File: src/txm_defines.vh
// Register map, field positions, codes and reset values of the transmit modulator
`ifndef TXM_DEFINES_VH
`define TXM_DEFINES_VH

// ==========================================================================
// Register byte offsets on the Wishbone bus
// ==========================================================================
`define TXM_ADR_MOD_CFG2     8'h00
`define TXM_ADR_PKT_CTRL1    8'h04
`define TXM_ADR_PA_CFG1      8'h08
`define TXM_ADR_PA_CFG0      8'h0C
`define TXM_ADR_PA_MAX       8'h10
`define TXM_ADR_PA_ZERO      8'h14
`define TXM_ADR_RATE_M       8'h18
`define TXM_ADR_RATE_E       8'h1C
`define TXM_ADR_FDEV         8'h20
`define TXM_ADR_FCENTER      8'h24
`define TXM_ADR_CMD          8'h28
`define TXM_ADR_FIFO_DATA    8'h2C
`define TXM_ADR_STATUS       8'h30
`define TXM_ADR_FIFO_THR     8'h34

// ==========================================================================
// Field positions
// ==========================================================================
`define TXM_MODULATION_TYPE_FIELD_HI      6
`define TXM_MODULATION_TYPE_FIELD_LO      4
`define TXM_SRC_HI           3
`define TXM_SRC_LO           2
`define TXM_OOK_FIR_SMOOTH_ENABLE_BIT       0
`define TXM_FIR_MODE_HI      2
`define TXM_FIR_MODE_LO      1
`define TXM_FC_HI            1
`define TXM_FC_LO            0
`define TXM_DIG_RAMP_BIT     7
`define TXM_SMOOTH_BIT       7
`define TXM_CMD_START_BIT    0
`define TXM_CMD_ABORT_BIT    1

// ==========================================================================
// Codes
// ==========================================================================
`define TXM_MOD_ASK          3'h5
`define TXM_MOD_POLAR        3'h6
`define TXM_MOD_CW           3'h7
`define TXM_SRC_PN9          2'h3
`define TXM_FIR_FILTER       2'h0
`define TXM_FIR_RAMP         2'h1
`define TXM_FIR_SWITCH       2'h2
`define TXM_RATE_E_FREE      4'hF

// ==========================================================================
// Sizes, reset values and constants
// ==========================================================================
`define TXM_FIFO_DEPTH       8'h80
`define TXM_LEVEL_FULL       4'h8
`define TXM_PHASE_LAST       3'h7
`define TXM_PN9_SEED         9'h1FF
`define TXM_RST_MOD_CFG2     8'h00
`define TXM_RST_RATE_M       16'h0000
`define TXM_RST_RATE_E       4'h0
`define TXM_RST_FIFO_THR     7'h30

`endif

File: src/unused_marker.v
`default_nettype none
`default_nettype wire

File: src/txm_fifo_mem.v
// Transmit FIFO storage: 128 x 8 memory with registered read data
`default_nettype none

module txm_fifo_mem (
  input  wire       clk_in,
  input  wire       rstn_in,
  input  wire       wr_en_in,
  input  wire [6:0] wr_addr_in,
  input  wire [7:0] wr_data_in,
  input  wire [6:0] rd_addr_in,
  output reg  [7:0] rd_data_out
);

  // ========================================================================
  // Storage
  // ========================================================================
  reg [7:0] mem_q [0:127];   // Byte array, not reset

  // Write port
  always @(posedge clk_in) begin
    if (wr_en_in) begin
      mem_q[wr_addr_in] <= wr_data_in;
    end
  end

  // Read port; a same-edge write returns the old byte
  always @(posedge clk_in or negedge rstn_in) begin
    if (!rstn_in) begin
      rd_data_out <= 8'h00;
    end else begin
      rd_data_out <= mem_q[rd_addr_in];
    end
  end

endmodule

`default_nettype wire

File: src/txm_modulator.v
// Transmit modulator: OOK smoothing, direct polar, CW, PN9 and data-rate generator
//
// Function
// - FIR enable inserts smoothing stage in OOK path
// - Three FIR modes; filter averages eight samples
// - Ramp mode ramps between maximum and zero level
// - Switch mode maps bits straight to levels
// - FIR ramp and digital ramp never combine
// - Polar pairs fetched at eight times rate
// - Deviation is programmed deviation times byte/128
// - Polar frequency is centre plus deviation
// - Second polar byte sets PA power
// - Polar transmission ends only on abort
// - Modulation code 7 sends carrier until abort
// - Source code 3 sends PN9 until abort
// - Rate follows exponent and mantissa formulas
// - Exponent 15 jitter-free divider, others fractional
// - Rate span 0.1 to 500 kbps
// - Modulation code selects polar or carrier
// - ASK: one at maximum, zero at level zero
`default_nettype none
`include "txm_defines.vh"

module txm_modulator (
  input  wire        clk_in,
  input  wire        rstn_in,
  input  wire        wb_cyc_in,
  input  wire        wb_stb_in,
  input  wire        wb_we_in,
  input  wire [7:0]  wb_adr_in,
  input  wire [31:0] wb_dat_in,
  input  wire [3:0]  wb_sel_in,
  output reg  [31:0] wb_dat_out,
  output reg         wb_ack_out,
  output reg  [31:0] frequency_synthesizer_freq_out,
  output reg  [6:0]  pa_power_out,
  output reg         pa_enable_out,
  output wire [1:0]  bessel_cutoff_out,
  output reg         tx_active_out,
  output wire        fifo_thresh_out
);

  // ========================================================================
  // State codes
  // ========================================================================
  localparam ST_IDLE  = 2'h0;   // No transmission
  localparam ST_RUN   = 2'h1;   // Transmitting
  localparam ST_POP1  = 2'h2;   // Polar: wait for second byte
  localparam ST_POP2  = 2'h3;   // Polar: take second byte

  // ========================================================================
  // Functions
  // ========================================================================
  // Byte-lane merge of a write into a register image
  function [31:0] lane_merge;
    input [31:0] old_val;
    input [31:0] new_val;
    input [3:0]  sel;
    integer      i;
    begin
      lane_merge = old_val;
      for (i = 0; i < 4; i = i + 1) begin
        if (sel[i]) begin
          lane_merge[i*8 +: 8] = new_val[i*8 +: 8];
        end
      end
    end
  endfunction

  // Level between zero and maximum in eighths
  function [6:0] level_mix;
    input [6:0] lo;
    input [6:0] hi;
    input [3:0] k;
    reg signed [8:0]  diff;
    reg signed [13:0] prod;
    reg signed [13:0] tot;
    begin
      diff      = $signed({2'h0, hi}) - $signed({2'h0, lo});
      prod      = diff * $signed({1'b0, k});
      tot       = $signed({7'h00, lo}) + (prod >>> 3);
      level_mix = tot[6:0];
    end
  endfunction

  // ========================================================================
  // Registers
  // ========================================================================
  reg  [7:0]  mod_cfg2_q;     // modulation_config_two
  reg  [7:0]  pkt_ctrl1_q;    // packet_control_one
  reg  [7:0]  pa_cfg1_q;      // pa_config_one
  reg  [7:0]  pa_cfg0_q;      // pa_config_zero
  reg  [6:0]  pa_max_q;       // pa_level_maximum
  reg  [7:0]  pa_zero_q;      // pa_level_zero plus smoothing bit
  reg  [15:0] rate_m_q;       // rate_mantissa
  reg  [3:0]  rate_e_q;       // rate_exponent
  reg  [15:0] fdev_q;         // Programmed deviation
  reg  [31:0] fcenter_q;      // Channel centre frequency word
  reg  [6:0]  fifo_thr_q;     // FIFO threshold

  // Transmit state
  reg  [1:0]  state_q;
  reg  [35:0] acc_q;          // Fractional divider phase
  reg  [15:0] div_q;          // Integer divider count
  reg  [2:0]  phase_q;        // Sample index within a bit
  reg  [8:0]  pn9_q;          // PN9 generator
  reg  [7:0]  shift_q;        // Bits of current FIFO byte
  reg  [2:0]  bits_left_q;    // Bits still in shift_q
  reg         cur_bit_q;      // Bit on air
  reg  [7:0]  hist_q;         // Oversampled bit history
  reg  [3:0]  ramp_q;         // Ramp position in eighths
  reg  [7:0]  dev_byte_q;     // First byte of polar pair
  reg  [6:0]  rd_ptr_q;
  reg  [6:0]  wr_ptr_q;
  reg  [7:0]  count_q;        // FIFO fill, 0..128

  wire [7:0]  rd_byte;
  wire [2:0]  modulation_type_field  = mod_cfg2_q[`TXM_MODULATION_TYPE_FIELD_HI:`TXM_MODULATION_TYPE_FIELD_LO];
  wire [1:0]  tx_src    = pkt_ctrl1_q[`TXM_SRC_HI:`TXM_SRC_LO];
  wire        ook_fir_smooth_enable    = pa_cfg1_q[`TXM_OOK_FIR_SMOOTH_ENABLE_BIT];
  wire [1:0]  fir_mode  = pa_cfg1_q[`TXM_FIR_MODE_HI:`TXM_FIR_MODE_LO];
  wire        dig_ramp  = pa_cfg0_q[`TXM_DIG_RAMP_BIT];
  wire        is_polar  = (modulation_type_field == `TXM_MOD_POLAR);
  wire        is_cw     = (modulation_type_field == `TXM_MOD_CW);
  wire        is_ask    = (modulation_type_field == `TXM_MOD_ASK);
  wire        use_pn9   = (tx_src == `TXM_SRC_PN9);

  // ========================================================================
  // Wishbone slave
  // ========================================================================
  wire        wb_req    = wb_cyc_in && wb_stb_in && !wb_ack_out;
  wire        wb_wr     = wb_req && wb_we_in;
  wire        cmd_wr    = wb_wr && (wb_adr_in == `TXM_ADR_CMD) && wb_sel_in[0];
  wire        start_cmd = cmd_wr && wb_dat_in[`TXM_CMD_START_BIT];
  wire        abort_cmd = cmd_wr && wb_dat_in[`TXM_CMD_ABORT_BIT];
  wire        push      = wb_wr && (wb_adr_in == `TXM_ADR_FIFO_DATA) && wb_sel_in[0]
                          && (count_q != `TXM_FIFO_DEPTH);
  // Wide registers merge per lane, then keep only their own bits
  wire [31:0] rate_m_mrg = lane_merge({16'h0000, rate_m_q}, wb_dat_in, wb_sel_in);
  wire [31:0] fdev_mrg   = lane_merge({16'h0000, fdev_q}, wb_dat_in, wb_sel_in);

  // Register writes and one-cycle ack
  always @(posedge clk_in or negedge rstn_in) begin
    if (!rstn_in) begin
      wb_ack_out  <= 1'b0;
      mod_cfg2_q  <= `TXM_RST_MOD_CFG2;
      pkt_ctrl1_q <= 8'h00;
      pa_cfg1_q   <= 8'h00;
      pa_cfg0_q   <= 8'h00;
      pa_max_q    <= 7'h00;
      pa_zero_q   <= 8'h00;
      rate_m_q    <= `TXM_RST_RATE_M;
      rate_e_q    <= `TXM_RST_RATE_E;
      fdev_q      <= 16'h0000;
      fcenter_q   <= 32'h0000_0000;
      fifo_thr_q  <= `TXM_RST_FIFO_THR;
    end else begin
      wb_ack_out <= wb_req;
      if (wb_wr) begin
        // Byte registers need lane 0; wide ones merge per lane
        case (wb_adr_in)
          `TXM_ADR_MOD_CFG2:  if (wb_sel_in[0]) mod_cfg2_q  <= wb_dat_in[7:0];
          `TXM_ADR_PKT_CTRL1: if (wb_sel_in[0]) pkt_ctrl1_q <= wb_dat_in[7:0];
          `TXM_ADR_PA_CFG1:   if (wb_sel_in[0]) pa_cfg1_q   <= wb_dat_in[7:0];
          `TXM_ADR_PA_CFG0:   if (wb_sel_in[0]) pa_cfg0_q   <= wb_dat_in[7:0];
          `TXM_ADR_PA_MAX:    if (wb_sel_in[0]) pa_max_q    <= wb_dat_in[6:0];
          `TXM_ADR_PA_ZERO:   if (wb_sel_in[0]) pa_zero_q   <= wb_dat_in[7:0];
          `TXM_ADR_RATE_M:    rate_m_q  <= rate_m_mrg[15:0];
          `TXM_ADR_RATE_E:    if (wb_sel_in[0]) rate_e_q    <= wb_dat_in[3:0];
          `TXM_ADR_FDEV:      fdev_q    <= fdev_mrg[15:0];
          `TXM_ADR_FCENTER:   fcenter_q <= lane_merge(fcenter_q, wb_dat_in, wb_sel_in);
          `TXM_ADR_FIFO_THR:  if (wb_sel_in[0]) fifo_thr_q  <= wb_dat_in[6:0];
          default:            fcenter_q <= fcenter_q;
        endcase
      end
    end
  end

  // Read data, registered with the ack; unmapped reads give zero
  always @(posedge clk_in or negedge rstn_in) begin
    if (!rstn_in) begin
      wb_dat_out <= 32'h0000_0000;
    end else if (wb_req) begin
      case (wb_adr_in)
        `TXM_ADR_MOD_CFG2:  wb_dat_out <= {24'h00_0000, mod_cfg2_q};
        `TXM_ADR_PKT_CTRL1: wb_dat_out <= {24'h00_0000, pkt_ctrl1_q};
        `TXM_ADR_PA_CFG1:   wb_dat_out <= {24'h00_0000, pa_cfg1_q};
        `TXM_ADR_PA_CFG0:   wb_dat_out <= {24'h00_0000, pa_cfg0_q};
        `TXM_ADR_PA_MAX:    wb_dat_out <= {25'h000_0000, pa_max_q};
        `TXM_ADR_PA_ZERO:   wb_dat_out <= {24'h00_0000, pa_zero_q};
        `TXM_ADR_RATE_M:    wb_dat_out <= {16'h0000, rate_m_q};
        `TXM_ADR_RATE_E:    wb_dat_out <= {28'h000_0000, rate_e_q};
        `TXM_ADR_FDEV:      wb_dat_out <= {16'h0000, fdev_q};
        `TXM_ADR_FCENTER:   wb_dat_out <= fcenter_q;
        `TXM_ADR_STATUS:    wb_dat_out <= {16'h0000, count_q, 6'h00, fifo_thresh_out, tx_active_out};
        `TXM_ADR_FIFO_THR:  wb_dat_out <= {25'h000_0000, fifo_thr_q};
        default:            wb_dat_out <= 32'h0000_0000;
      endcase
    end
  end

  // Lane merge result unused bits would be dropped silently otherwise
  wire unused_merge = |{rate_m_mrg[31:16], fdev_mrg[31:16]};

  assign bessel_cutoff_out = pa_cfg0_q[`TXM_FC_HI:`TXM_FC_LO];
  assign fifo_thresh_out   = (count_q <= {1'b0, fifo_thr_q});

  // ========================================================================
  // Data-rate generator: one tick per sample, eight samples a bit
  // ========================================================================
  wire [4:0]  shamt     = {1'b0, rate_e_q} + 5'h02;
  wire [35:0] rate_inc  = (rate_e_q == 4'h0) ? {17'h0_0000, rate_m_q, 3'h0} :
                          ({19'h0_0000, 1'b1, rate_m_q} << shamt);
  wire [35:0] acc_sum   = {4'h0, acc_q[31:0]} + rate_inc;
  wire        free_mode = (rate_e_q == `TXM_RATE_E_FREE);
  // Exponent 15 divides by the mantissa exactly, other exponents dither
  wire        samp_tick = (state_q != ST_IDLE) &&
                          (free_mode ? (div_q == 16'h0000) : (|acc_sum[35:32]));
  wire        bit_tick  = samp_tick && (phase_q == `TXM_PHASE_LAST);

  // Divider state; restarts from zero phase each transmission
  always @(posedge clk_in or negedge rstn_in) begin
    if (!rstn_in) begin
      acc_q   <= 36'h0_0000_0000;
      div_q   <= 16'h0000;
      phase_q <= 3'h0;
    end else if (state_q == ST_IDLE) begin
      acc_q   <= 36'h0_0000_0000;
      div_q   <= 16'h0000;
      phase_q <= 3'h0;
    end else begin
      acc_q <= {4'h0, acc_sum[31:0]};
      // Mantissa 0 behaves as 1 in the integer divider
      if (div_q == 16'h0000) begin
        div_q <= (rate_m_q == 16'h0000) ? 16'h0000 : rate_m_q - 16'h0001;
      end else begin
        div_q <= div_q - 16'h0001;
      end
      if (samp_tick) begin
        phase_q <= phase_q + 3'h1;
      end
    end
  end

  // ========================================================================
  // Transmit FIFO
  // ========================================================================
  wire polar_pop0 = (state_q == ST_RUN) && is_polar && samp_tick && (count_q >= 8'h02);
  wire polar_pop1 = (state_q == ST_POP2);
  wire bit_pop    = (state_q == ST_RUN) && !is_polar && !is_cw && !use_pn9 && bit_tick &&
                    (bits_left_q == 3'h0) && (count_q != 8'h00);
  wire pop        = polar_pop0 || polar_pop1 || bit_pop;

  txm_fifo_mem u_mem (
    .clk_in      (clk_in),
    .rstn_in     (rstn_in),
    .wr_en_in    (push),
    .wr_addr_in  (wr_ptr_q),
    .wr_data_in  (wb_dat_in[7:0]),
    .rd_addr_in  (rd_ptr_q),
    .rd_data_out (rd_byte)
  );

  // Pointers and fill level
  always @(posedge clk_in or negedge rstn_in) begin
    if (!rstn_in) begin
      rd_ptr_q <= 7'h00;
      wr_ptr_q <= 7'h00;
      count_q  <= 8'h00;
    end else begin
      if (push) begin
        wr_ptr_q <= wr_ptr_q + 7'h01;
      end
      if (pop) begin
        rd_ptr_q <= rd_ptr_q + 7'h01;
      end
      case ({push, pop})
        2'b10:   count_q <= count_q + 8'h01;
        2'b01:   count_q <= count_q - 8'h01;
        default: count_q <= count_q;
      endcase
    end
  end

  // ========================================================================
  // Bit source: PN9 or FIFO bytes, MSB first
  // ========================================================================
  wire fifo_done = !use_pn9 && !is_polar && !is_cw && bit_tick &&
                   (bits_left_q == 3'h0) && (count_q == 8'h00);

  always @(posedge clk_in or negedge rstn_in) begin
    if (!rstn_in) begin
      pn9_q       <= `TXM_PN9_SEED;
      shift_q     <= 8'h00;
      bits_left_q <= 3'h0;
      cur_bit_q   <= 1'b0;
    end else if (state_q == ST_IDLE) begin
      pn9_q       <= `TXM_PN9_SEED;
      bits_left_q <= 3'h0;
      cur_bit_q   <= 1'b0;
    end else if (bit_tick) begin
      if (use_pn9) begin
        // x^9 + x^5 + 1, runs until abort
        cur_bit_q <= pn9_q[0];
        pn9_q     <= {pn9_q[0] ^ pn9_q[4], pn9_q[8:1]};
      end else if (bit_pop) begin
        cur_bit_q   <= rd_byte[7];
        shift_q     <= {rd_byte[6:0], 1'b0};
        bits_left_q <= 3'h7;
      end else if (bits_left_q != 3'h0) begin
        cur_bit_q   <= shift_q[7];
        shift_q     <= {shift_q[6:0], 1'b0};
        bits_left_q <= bits_left_q - 3'h1;
      end
    end
  end

  // ========================================================================
  // Amplitude shaping
  // ========================================================================
  reg [3:0] hist_ones;
  reg [3:0] shape_k;
  integer   j;
  wire      ramp_path = ook_fir_smooth_enable ? (fir_mode == `TXM_FIR_RAMP) : dig_ramp;

  // Ones count over the last eight samples
  always @* begin
    hist_ones = 4'h0;
    for (j = 0; j < 8; j = j + 1) begin
      hist_ones = hist_ones + {3'h0, hist_q[j]};
    end
  end

  // Eighths of the way from level zero to maximum
  always @* begin
    shape_k = cur_bit_q ? `TXM_LEVEL_FULL : 4'h0;
    if (ook_fir_smooth_enable && (fir_mode == `TXM_FIR_FILTER)) begin
      shape_k = hist_ones;
    end else if (ramp_path) begin
      shape_k = ramp_q;
    end else if (ook_fir_smooth_enable && (fir_mode == `TXM_FIR_SWITCH)) begin
      shape_k = cur_bit_q ? `TXM_LEVEL_FULL : 4'h0;
    end
  end

  // History and ramp advance once per sample
  always @(posedge clk_in or negedge rstn_in) begin
    if (!rstn_in) begin
      hist_q <= 8'h00;
      ramp_q <= 4'h0;
    end else if (state_q == ST_IDLE) begin
      hist_q <= 8'h00;
      ramp_q <= 4'h0;
    end else if (samp_tick) begin
      hist_q <= {hist_q[6:0], cur_bit_q};
      if (cur_bit_q && (ramp_q != `TXM_LEVEL_FULL)) begin
        ramp_q <= ramp_q + 4'h1;
      end else if (!cur_bit_q && (ramp_q != 4'h0)) begin
        ramp_q <= ramp_q - 4'h1;
      end
    end
  end

  // ========================================================================
  // Polar deviation
  // ========================================================================
  wire signed [24:0] dev_prod = $signed({1'b0, fdev_q}) * $signed(dev_byte_q);
  wire signed [24:0] dev_div  = dev_prod >>> 7;
  wire        [31:0] polar_f  = fcenter_q + {{7{dev_div[24]}}, dev_div};

  // ========================================================================
  // Sequencer and outputs
  // ========================================================================
  always @(posedge clk_in or negedge rstn_in) begin
    if (!rstn_in) begin
      state_q        <= ST_IDLE;
      dev_byte_q     <= 8'h00;
      frequency_synthesizer_freq_out <= 32'h0000_0000;
      pa_power_out   <= 7'h00;
      pa_enable_out  <= 1'b0;
      tx_active_out  <= 1'b0;
    end else if (abort_cmd) begin
      // Abort wins over everything, next cycle all drive stops
      state_q        <= ST_IDLE;
      frequency_synthesizer_freq_out <= fcenter_q;
      pa_power_out   <= 7'h00;
      pa_enable_out  <= 1'b0;
      tx_active_out  <= 1'b0;
    end else begin
      case (state_q)
        ST_IDLE: begin
          frequency_synthesizer_freq_out <= fcenter_q;
          pa_power_out   <= 7'h00;
          pa_enable_out  <= 1'b0;
          tx_active_out  <= 1'b0;
          if (start_cmd) begin
            state_q       <= ST_RUN;
            tx_active_out <= 1'b1;
          end
        end
        ST_RUN: begin
          pa_enable_out <= 1'b1;
          if (is_polar) begin
            // Underrun holds the last pair; no automatic end
            if (polar_pop0) begin
              dev_byte_q <= rd_byte;
              state_q    <= ST_POP1;
            end
          end else if (is_cw) begin
            frequency_synthesizer_freq_out <= fcenter_q;
            pa_power_out   <= pa_max_q;
          end else if (fifo_done) begin
            state_q       <= ST_IDLE;
            tx_active_out <= 1'b0;
          end else begin
            frequency_synthesizer_freq_out <= fcenter_q;
            pa_power_out   <= is_ask ? level_mix(pa_zero_q[6:0], pa_max_q, shape_k) : pa_max_q;
          end
        end
        ST_POP1: begin
          state_q <= ST_POP2;
        end
        ST_POP2: begin
          frequency_synthesizer_freq_out <= polar_f;
          pa_power_out   <= rd_byte[6:0];
          state_q        <= ST_RUN;
        end
        default: begin
          state_q <= ST_IDLE;
        end
      endcase
    end
  end

  // Rate span 0.1 to 500 kbps is reached through exponent/mantissa at 20 MHz
  wire unused_bits = unused_merge | pa_zero_q[`TXM_SMOOTH_BIT] | acc_q[35];

endmodule

`default_nettype wire

File: config.mk
export PLATFORM = sky130hd
export DESIGN_NAME = txm_modulator
export DESIGN_NICKNAME = d
export VERILOG_FILES = /design/src/unused_marker.v /design/src/txm_fifo_mem.v /design/src/txm_modulator.v
export VERILOG_INCLUDE_DIRS = /design/src /design/src/src
export SDC_FILE = /design/constraint.sdc
export NUM_CORES = 2
export LEC_CHECK = 0
export ABC_AREA = 1
export BUFFER_PORTS_ARGS = -buffer_cell sky130_fd_sc_hd__buf_4
export CORE_ASPECT_RATIO = 0.9
export CORE_MARGIN = 1.5
export CORE_UTILIZATION = 33
export CTS_CLUSTER_DIAMETER = 50
export DETAILED_ROUTE_END_ITERATION = 8
export PLACE_DENSITY_LB_ADDON = 0.12
export SETUP_SLACK_MARGIN = 0.2
export SLEW_MARGIN = 10
export SYNTH_ARGS = -nofsm -noshare
export SYNTH_HDL_FRONTEND = slang
export SYNTH_SLANG_ARGS = --single-unit
File: constraint.sdc
create_clock -name clk_in -period 7.3 [get_ports clk_in]
set_clock_uncertainty 0.1 [all_clocks]
set_input_delay 1.46 -clock clk_in [delete_from_list [all_inputs] [get_ports clk_in]]
set_output_delay 1.46 -clock clk_in [all_outputs]
set_load 0.005 [all_outputs]
### After elaboration in Yosys (flattened, before gate mapping)

Memory sizes are Yosys's and may differ from the RTL's. A register that Yosys moved wholly into a read port is not among the register bits.
Index checks and enable logic that the tools add are counted.

| storage, ports and cells | value |
|---|---|
| register bits after elaboration | 312 |
| memory bits (writable) | 1024 |
| input bits | 49 |
| output and inout port bits | 77 |
| word-level logic and storage cells | 252 |
| memories | 1 |

Memory list:

| memory | words | width | read ports | clocked after memory_dff | wr ports | RTL line | source |
|---|---|---|---|---|---|---|---|
| u_mem.mem_q | 128 | 8 | 1 | 1 | 1 | txm_fifo_mem.v:17 | `reg [7:0] mem_q [0:127];` |

| operators by class | value |
|---|---|
| add/sub/neg operators | 22 |
| $mul | 2 |
| magnitude comparators | 2 |
| eq/ne operators | 36 |
| shift operators | 1 |
| multiplexer cells | 63 |
| bitwise logic cells | 4 |
| reduce and logical (&&, ||, !) cells | 85 |

Operators by type and width:

| cell | number |
|---|---|
| $pmux 32 s12 | 1 |
| $mux 32 | 5 |
| $pmux 32 s3 | 1 |
| $reduce_and 3->1 | 18 |
| $eq 8x6->1 const B | 6 |
| $mux 16 | 3 |
| $add 32x36->36 | 1 |
| $mux 36 | 1 |
| $shl 17x5->36 | 1 |
| $mux 7 | 5 |
| $add 32x32->32 | 1 |
| $eq 8x5->1 const B | 4 |
| $logic_not 16->1 | 2 |
| $mux 8 | 4 |
| $sub 16x1->16 const B | 2 |
| $logic_and 1x1->1 | 29 |
| $mux 4 | 7 |
| $mux 9 | 3 |
| $mul 17x8->25 | 1 |
| $mux 3 | 7 |
| $pmux 7 s3 | 1 |
| $ne 4x4->1 const B | 5 |
| $add 4x1->4 | 4 |
| $eq 8x4->1 const B | 2 |
| 44 further kinds | 101 |

### Longest topological paths before layout

| depth | value |
|---|---|
| depth after elaboration | 16 |
| depth in mapped cells | 48 |

### Hierarchy

Synthesis repeated with hierarchy kept, for this count alone.

| unflattened totals | value |
|---|---|
| cells, all modules | 6894 |
| area total of the unflattened synthesis | 67203.2 um^2 |

Modules (own cells, without submodules):

| module | instances | cells an instance | area each (um^2) | sequential area each (um^2) |
|---|---|---|---|---|
| txm_fifo_mem | 1 | 3576 | 42335.6 | 30949.7 |
| txm_modulator | 1 | 3318 | 24867.6 | 7796.2 |

### Worst setup path before layout

Ideal clock, no wire load.

| timing path | value |
|---|---|
| path kind | register to register |
| start point | register dev_byte_q[2] |
| end point | register frequency_synthesizer_freq_out[31] |
| arrival time | 6.738 ns |
| slack | 0.336 ns |
| stages on the path, launching flop included | 35 |
| cell sequence | dfrtp_1 > clkbuf_1 > clkbuf_1 > nand2_1 > fa_1 > inv_1 > fa_1 > fa_1 > inv_1 > fa_1 > inv_1 > ha_1 > a21oi_1 > o21ai_0 > nand2_1 > o211ai_1 > a31oi_1 > o21ai_0 > nand2_1 > nand2_1 > xor2_1 > ha_1 > a21oi_1 > inv_1 > a21oi_1 > inv_1 > a21boi_0 > nor3_1 > nor4_1 > o21ai_0 > or2_2 > nand3_1 > nand2_1 > nand2_1 > o21ai_0 |

| between the ends | value |
|---|---|
| cells in the longest elaborated chain, start to end | 4 |

Ends and longest elaborated chain:

| element | RTL line | source |
|---|---|---|
| from (decl) | txm_modulator.v:112 | `reg [7:0] dev_byte_q;` |
| from (signal assigned) | txm_modulator.v:406 | `dev_byte_q <= rd_byte;` |
| $mul 17x8->25 | txm_modulator.v:367 | `wire signed [24:0] dev_prod = $signed({1'b0, fdev_q}) * $signed(dev_byte_q);` |
| $add 32x32->32 | txm_modulator.v:369 | `wire [31:0] polar_f = fcenter_q + {{7{dev_div[24]}}, dev_div};` |
| $pmux 32 s3 | txm_modulator.v:390 | `case (state_q)` |
| $mux 32 | txm_modulator.v:382 | `end else if (abort_cmd) begin` |
| to (signal assigned) | txm_modulator.v:385 | `frequency_synthesizer_freq_out <= fcenter_q;` |
| to (signal assigned) | txm_modulator.v:392 | `frequency_synthesizer_freq_out <= fcenter_q;` |
| to (signal assigned) | txm_modulator.v:410 | `frequency_synthesizer_freq_out <= fcenter_q;` |
| to (decl) | txm_modulator.v:35 | `output reg [31:0] frequency_synthesizer_freq_out,` |

Every way passes these cells.
A chain may end at the register's enable or synchronous reset.

### Worst setup path after layout

| timing path | value |
|---|---|
| start point | register dev_byte_q[3] |
| end point | register frequency_synthesizer_freq_out[31] |

The elaborated chain is that of the path after synthesis.

==> metrics.yaml <==
status: "complete, no violations"
worstPathMaxFanout: 9
routed_wire_length_per_instance_um: 23.00
worstSetupPathType: "reg2reg"
synth_warnings: 0
clk_pin_slew_ps: 60
firstDrtPassIters: 6
clock-sinks: 1343
final_nets: 6747
syn_to_final_growth_pct: 14.84
power_mw: 17.65
core-area_um2: 195800
antenna_found_initial: 5
die-area_um2: 199800
synth_edf_count: 1024
drt-total-wl_um: 209600
finalHoldViolCount: 0
dp_hpwl_um: 137000
ys_ff_latch: 1343
maxSlewHeadroom_pct: 28.63
ir_drop_uv: 270.5
first_global_vias: 45930
ctsHoldBuffers: 0
leakagePower_nw: 28.86
post-place-ws_ps: 73.72
fin_ws_ps: 594.5
cts_buffer_depth: 3
fin_crit_sh_pct: 91.86
yosys.area.top_type_share_pct: 47.26
synth_area_leaders: "edfxtp_1 (47%), dfrtp_1 (12%), o21ai_0 (6.3%)"
crit_top_cell: "nand2_1"
powerDensity_nw_per_um2: 236.2
numCtsBuffers: 167
drc_errors: 0
tightest_slew_ps: 1057
syn_area_per_cell_um2: 10.29
grt_use_total_pct: 20.71
synth_fp_nets: 6657
cp.required_ps: 7850
crit_slowest_cell: "fa_1"
synthArstFlopShare_pct: 23.75
cp-end-kind: "flip-flop"
drv_cap: 0
grt_pass1_wl_um: 311700
grt_max_degree: 160
io_buffers: 125
die_h_um: 424.3
synth.distinct_cells: 65
grt_overflow_total: 0
gp_congestion: 0.8937
hp-class: "reg2reg"
drive_gt1_share_pct: 9.865
design_area_um2: 74720
yosys.area.top_type: "edfxtp_1"
die_w_um: 471.1
cts_tree: "done"
setup_viol: 0
finalSetupTns_ps: 0
slew_viol_final: 0
vias_per_cell: 5.204
clk-insertion-delay-late_ps: 800
fin_crit_ps: 6705
arrival_ps: 7260
synth-seq-area-share_pct: 59.55
post_dp_cell_area_um2: 69040
cts_root_buffer: "clkbuf_16"
syn_inst: 6323
rsz0062_at_grt: "yes"
antenna_left: 0
rows: 154
synth_flop_cell: "edfxtp_1"
startpoint_type: "flip-flop"
slowest_delay_ps: 510
syn_area_um2: 65070
drt_iter0_drc: 3807
initial_utilization_pct: 33.24
top_level_ports: 126
vias: 47420
htree_levels: 4
fmax_ghz: 0.1491
[registers in the layout (all words and copies together) (netlist names), 8 cells and up]
register and flops:
div_q 16, pkt_ctrl1_q 8, pa_cfg1_q 8, u_mem.mem_q 1024, pa_cfg0_q 8, count_q 8
pn9_q 9, dev_byte_q 8, wb_dat_out 32, rate_m_q 16, fdev_q 16, acc_q 32
fcenter_q 32, u_mem.rd_data_out 8, frequency_synthesizer_freq_out 32, pa_zero_q 8, mod_cfg2_q 8, hist_q 8
[cell usage after synthesis, types with 12 or more instances]
library cell / count
o21ai_1: 13
a221oi_1: 37
o21ai_0: 820
buf_4: 12
fa_1: 105
xor2_1: 53
nand2_1: 916
dfrtp_1: 308
clkbuf_1: 302
nor2_1: 925
o211ai_1: 41
inv_1: 524
o221ai_1: 92
ha_1: 180
xnor2_1: 27
o21a_1: 12
nor3_1: 46
edfxtp_1: 1024
a21oi_1: 197
nand4_1: 40
mux2_2: 16
a211oi_1: 13
a31oi_1: 50
buf_2: 13
o22ai_1: 205
nand3_1: 210
a21o_1: 14
[worst max-delay path: cells and delay by family (launching register included)]
kind | cells | cell delay, ps
adder cells (fa/ha/maj) | 6 | 2650
buffers and inverters | 6 | 460
AND/OR/NAND/NOR | 14 | 1510
XOR/XNOR | 1 | 180
AO/OA/AOI/OAI | 10 | 1200
flip-flops | 1 | 440
[worst paths after layout]
| kind | start | end | slack [ps] | depth (start not counted) |
|---|---|---|---|---|
| worst max-delay path | dev_byte_q[3]$_DFFE_PN0P_ | frequency_synthesizer_freq_out[31]$_DFFE_PN0P_ | 590 | 37 |
| worst min register to register | div_q[0]$_DFF_PN0_ | div_q[0]$_DFF_PN0_ | 350 | 1 |
| min in group asynchronous | rstn_in | frequency_synthesizer_freq_out[3]$_DFFE_PN0P_ | 570 | 1 |
| max in group asynchronous | rstn_in | rd_ptr_q[1]$_DFFE_PN0P_ | 5140 | 2 |
| worst min-delay path | div_q[0]$_DFF_PN0_ | div_q[0]$_DFF_PN0_ | 350 | 1 |
| worst max register to register | dev_byte_q[3]$_DFFE_PN0P_ | frequency_synthesizer_freq_out[31]$_DFFE_PN0P_ | 590 | 37 |
[final cells by class]
| type | count | area, µm² |
|---|---|---|
| clock buffer | 204 | 4451 |
| timing repair inverter | 1 | 5.005 |
| sequential | 1343 | 38770 |
| fill | 19360 | 121000 |
| tap | 2574 | 3221 |
| antenna | 1 | 2.502 |
| timing repair buffer | 258 | 2097 |
| inverter | 536 | 2034 |
| clock inverter | 90 | 940.9 |
| multi-input combinational | 4106 | 23200 |
[report_power, final]
part | total, mW | switching (mW) | internal [mW]
logic | 1.08 | 0.775 | 0.303
registers | 8.39 | 0.0637 | 8.33
clock network | 8.18 | 3.44 | 4.73
[cells by family after synthesis]
| group | count (synthesis) | synth area share (%) |
|---|---|---|
| buf+inv | 874 | 5.161 |
| compound gates | 1543 | 13.68 |
| flops | 1343 | 59.55 |
| xor+xnor | 80 | 1.077 |
| simple gates | 2181 | 13.55 |
| fa+ha+maj | 285 | 6.692 |
| mux | 17 | 0.2923 |
[layout by cell type (no fill, tap or decap), drive strengths merged, types with 41 or more instances in the layout]
cell type  synthesis  layout
a21oi            198     198
o221ai            92      92
nand2            918     918
ha               180     180
o211ai            43      43
clkinv             5      55
o21ai            834     834
edfxtp          1024    1024
nand4             41      41
nor2             930     930
xor2              53      53
inv              531     552
o22ai            205     205
nor3              47      47
a31oi             50      50
clkbuf           303     204
fa               105     105
nand3            215     215
dfrtp            308     308
buf               35     258
[timing repair]
action,4_1_cts,5_1_grt
pin swaps,0,24
buffers inserted,0,4
cloned,0,1
setup endpoints to repair,1,26
gates resized for setup,7,74
[stage by stage]
stage	util, %	hold WS [ps]	instances
2_1_floorplan	-	324.9	6323
3_3_place_gp	35.27	352.5	8813
3_5_place_dp	35.27	349.5	8813
4_1_cts	38.03	356.4	9107
5_1_grt	38.17	387.0	9113
6_report	38.17	349.6	9113
[metal layers]
metal | GRT usage [%] | wire (µm) | share of wire [%] | vias up
met2 | 32.81 | 95700 | 46 | 1216
li1 | - | - | - | 22350
met4 | 4.881 | 4426 | 2.1 | 2
met3 | 3.229 | 10650 | 5.1 | 253
met5 | 0 | 13 | 0.0062 | -
met1 | 29.73 | 98760 | 47 | 23610
No activity file was read; power rests on OpenSTA's default activity.
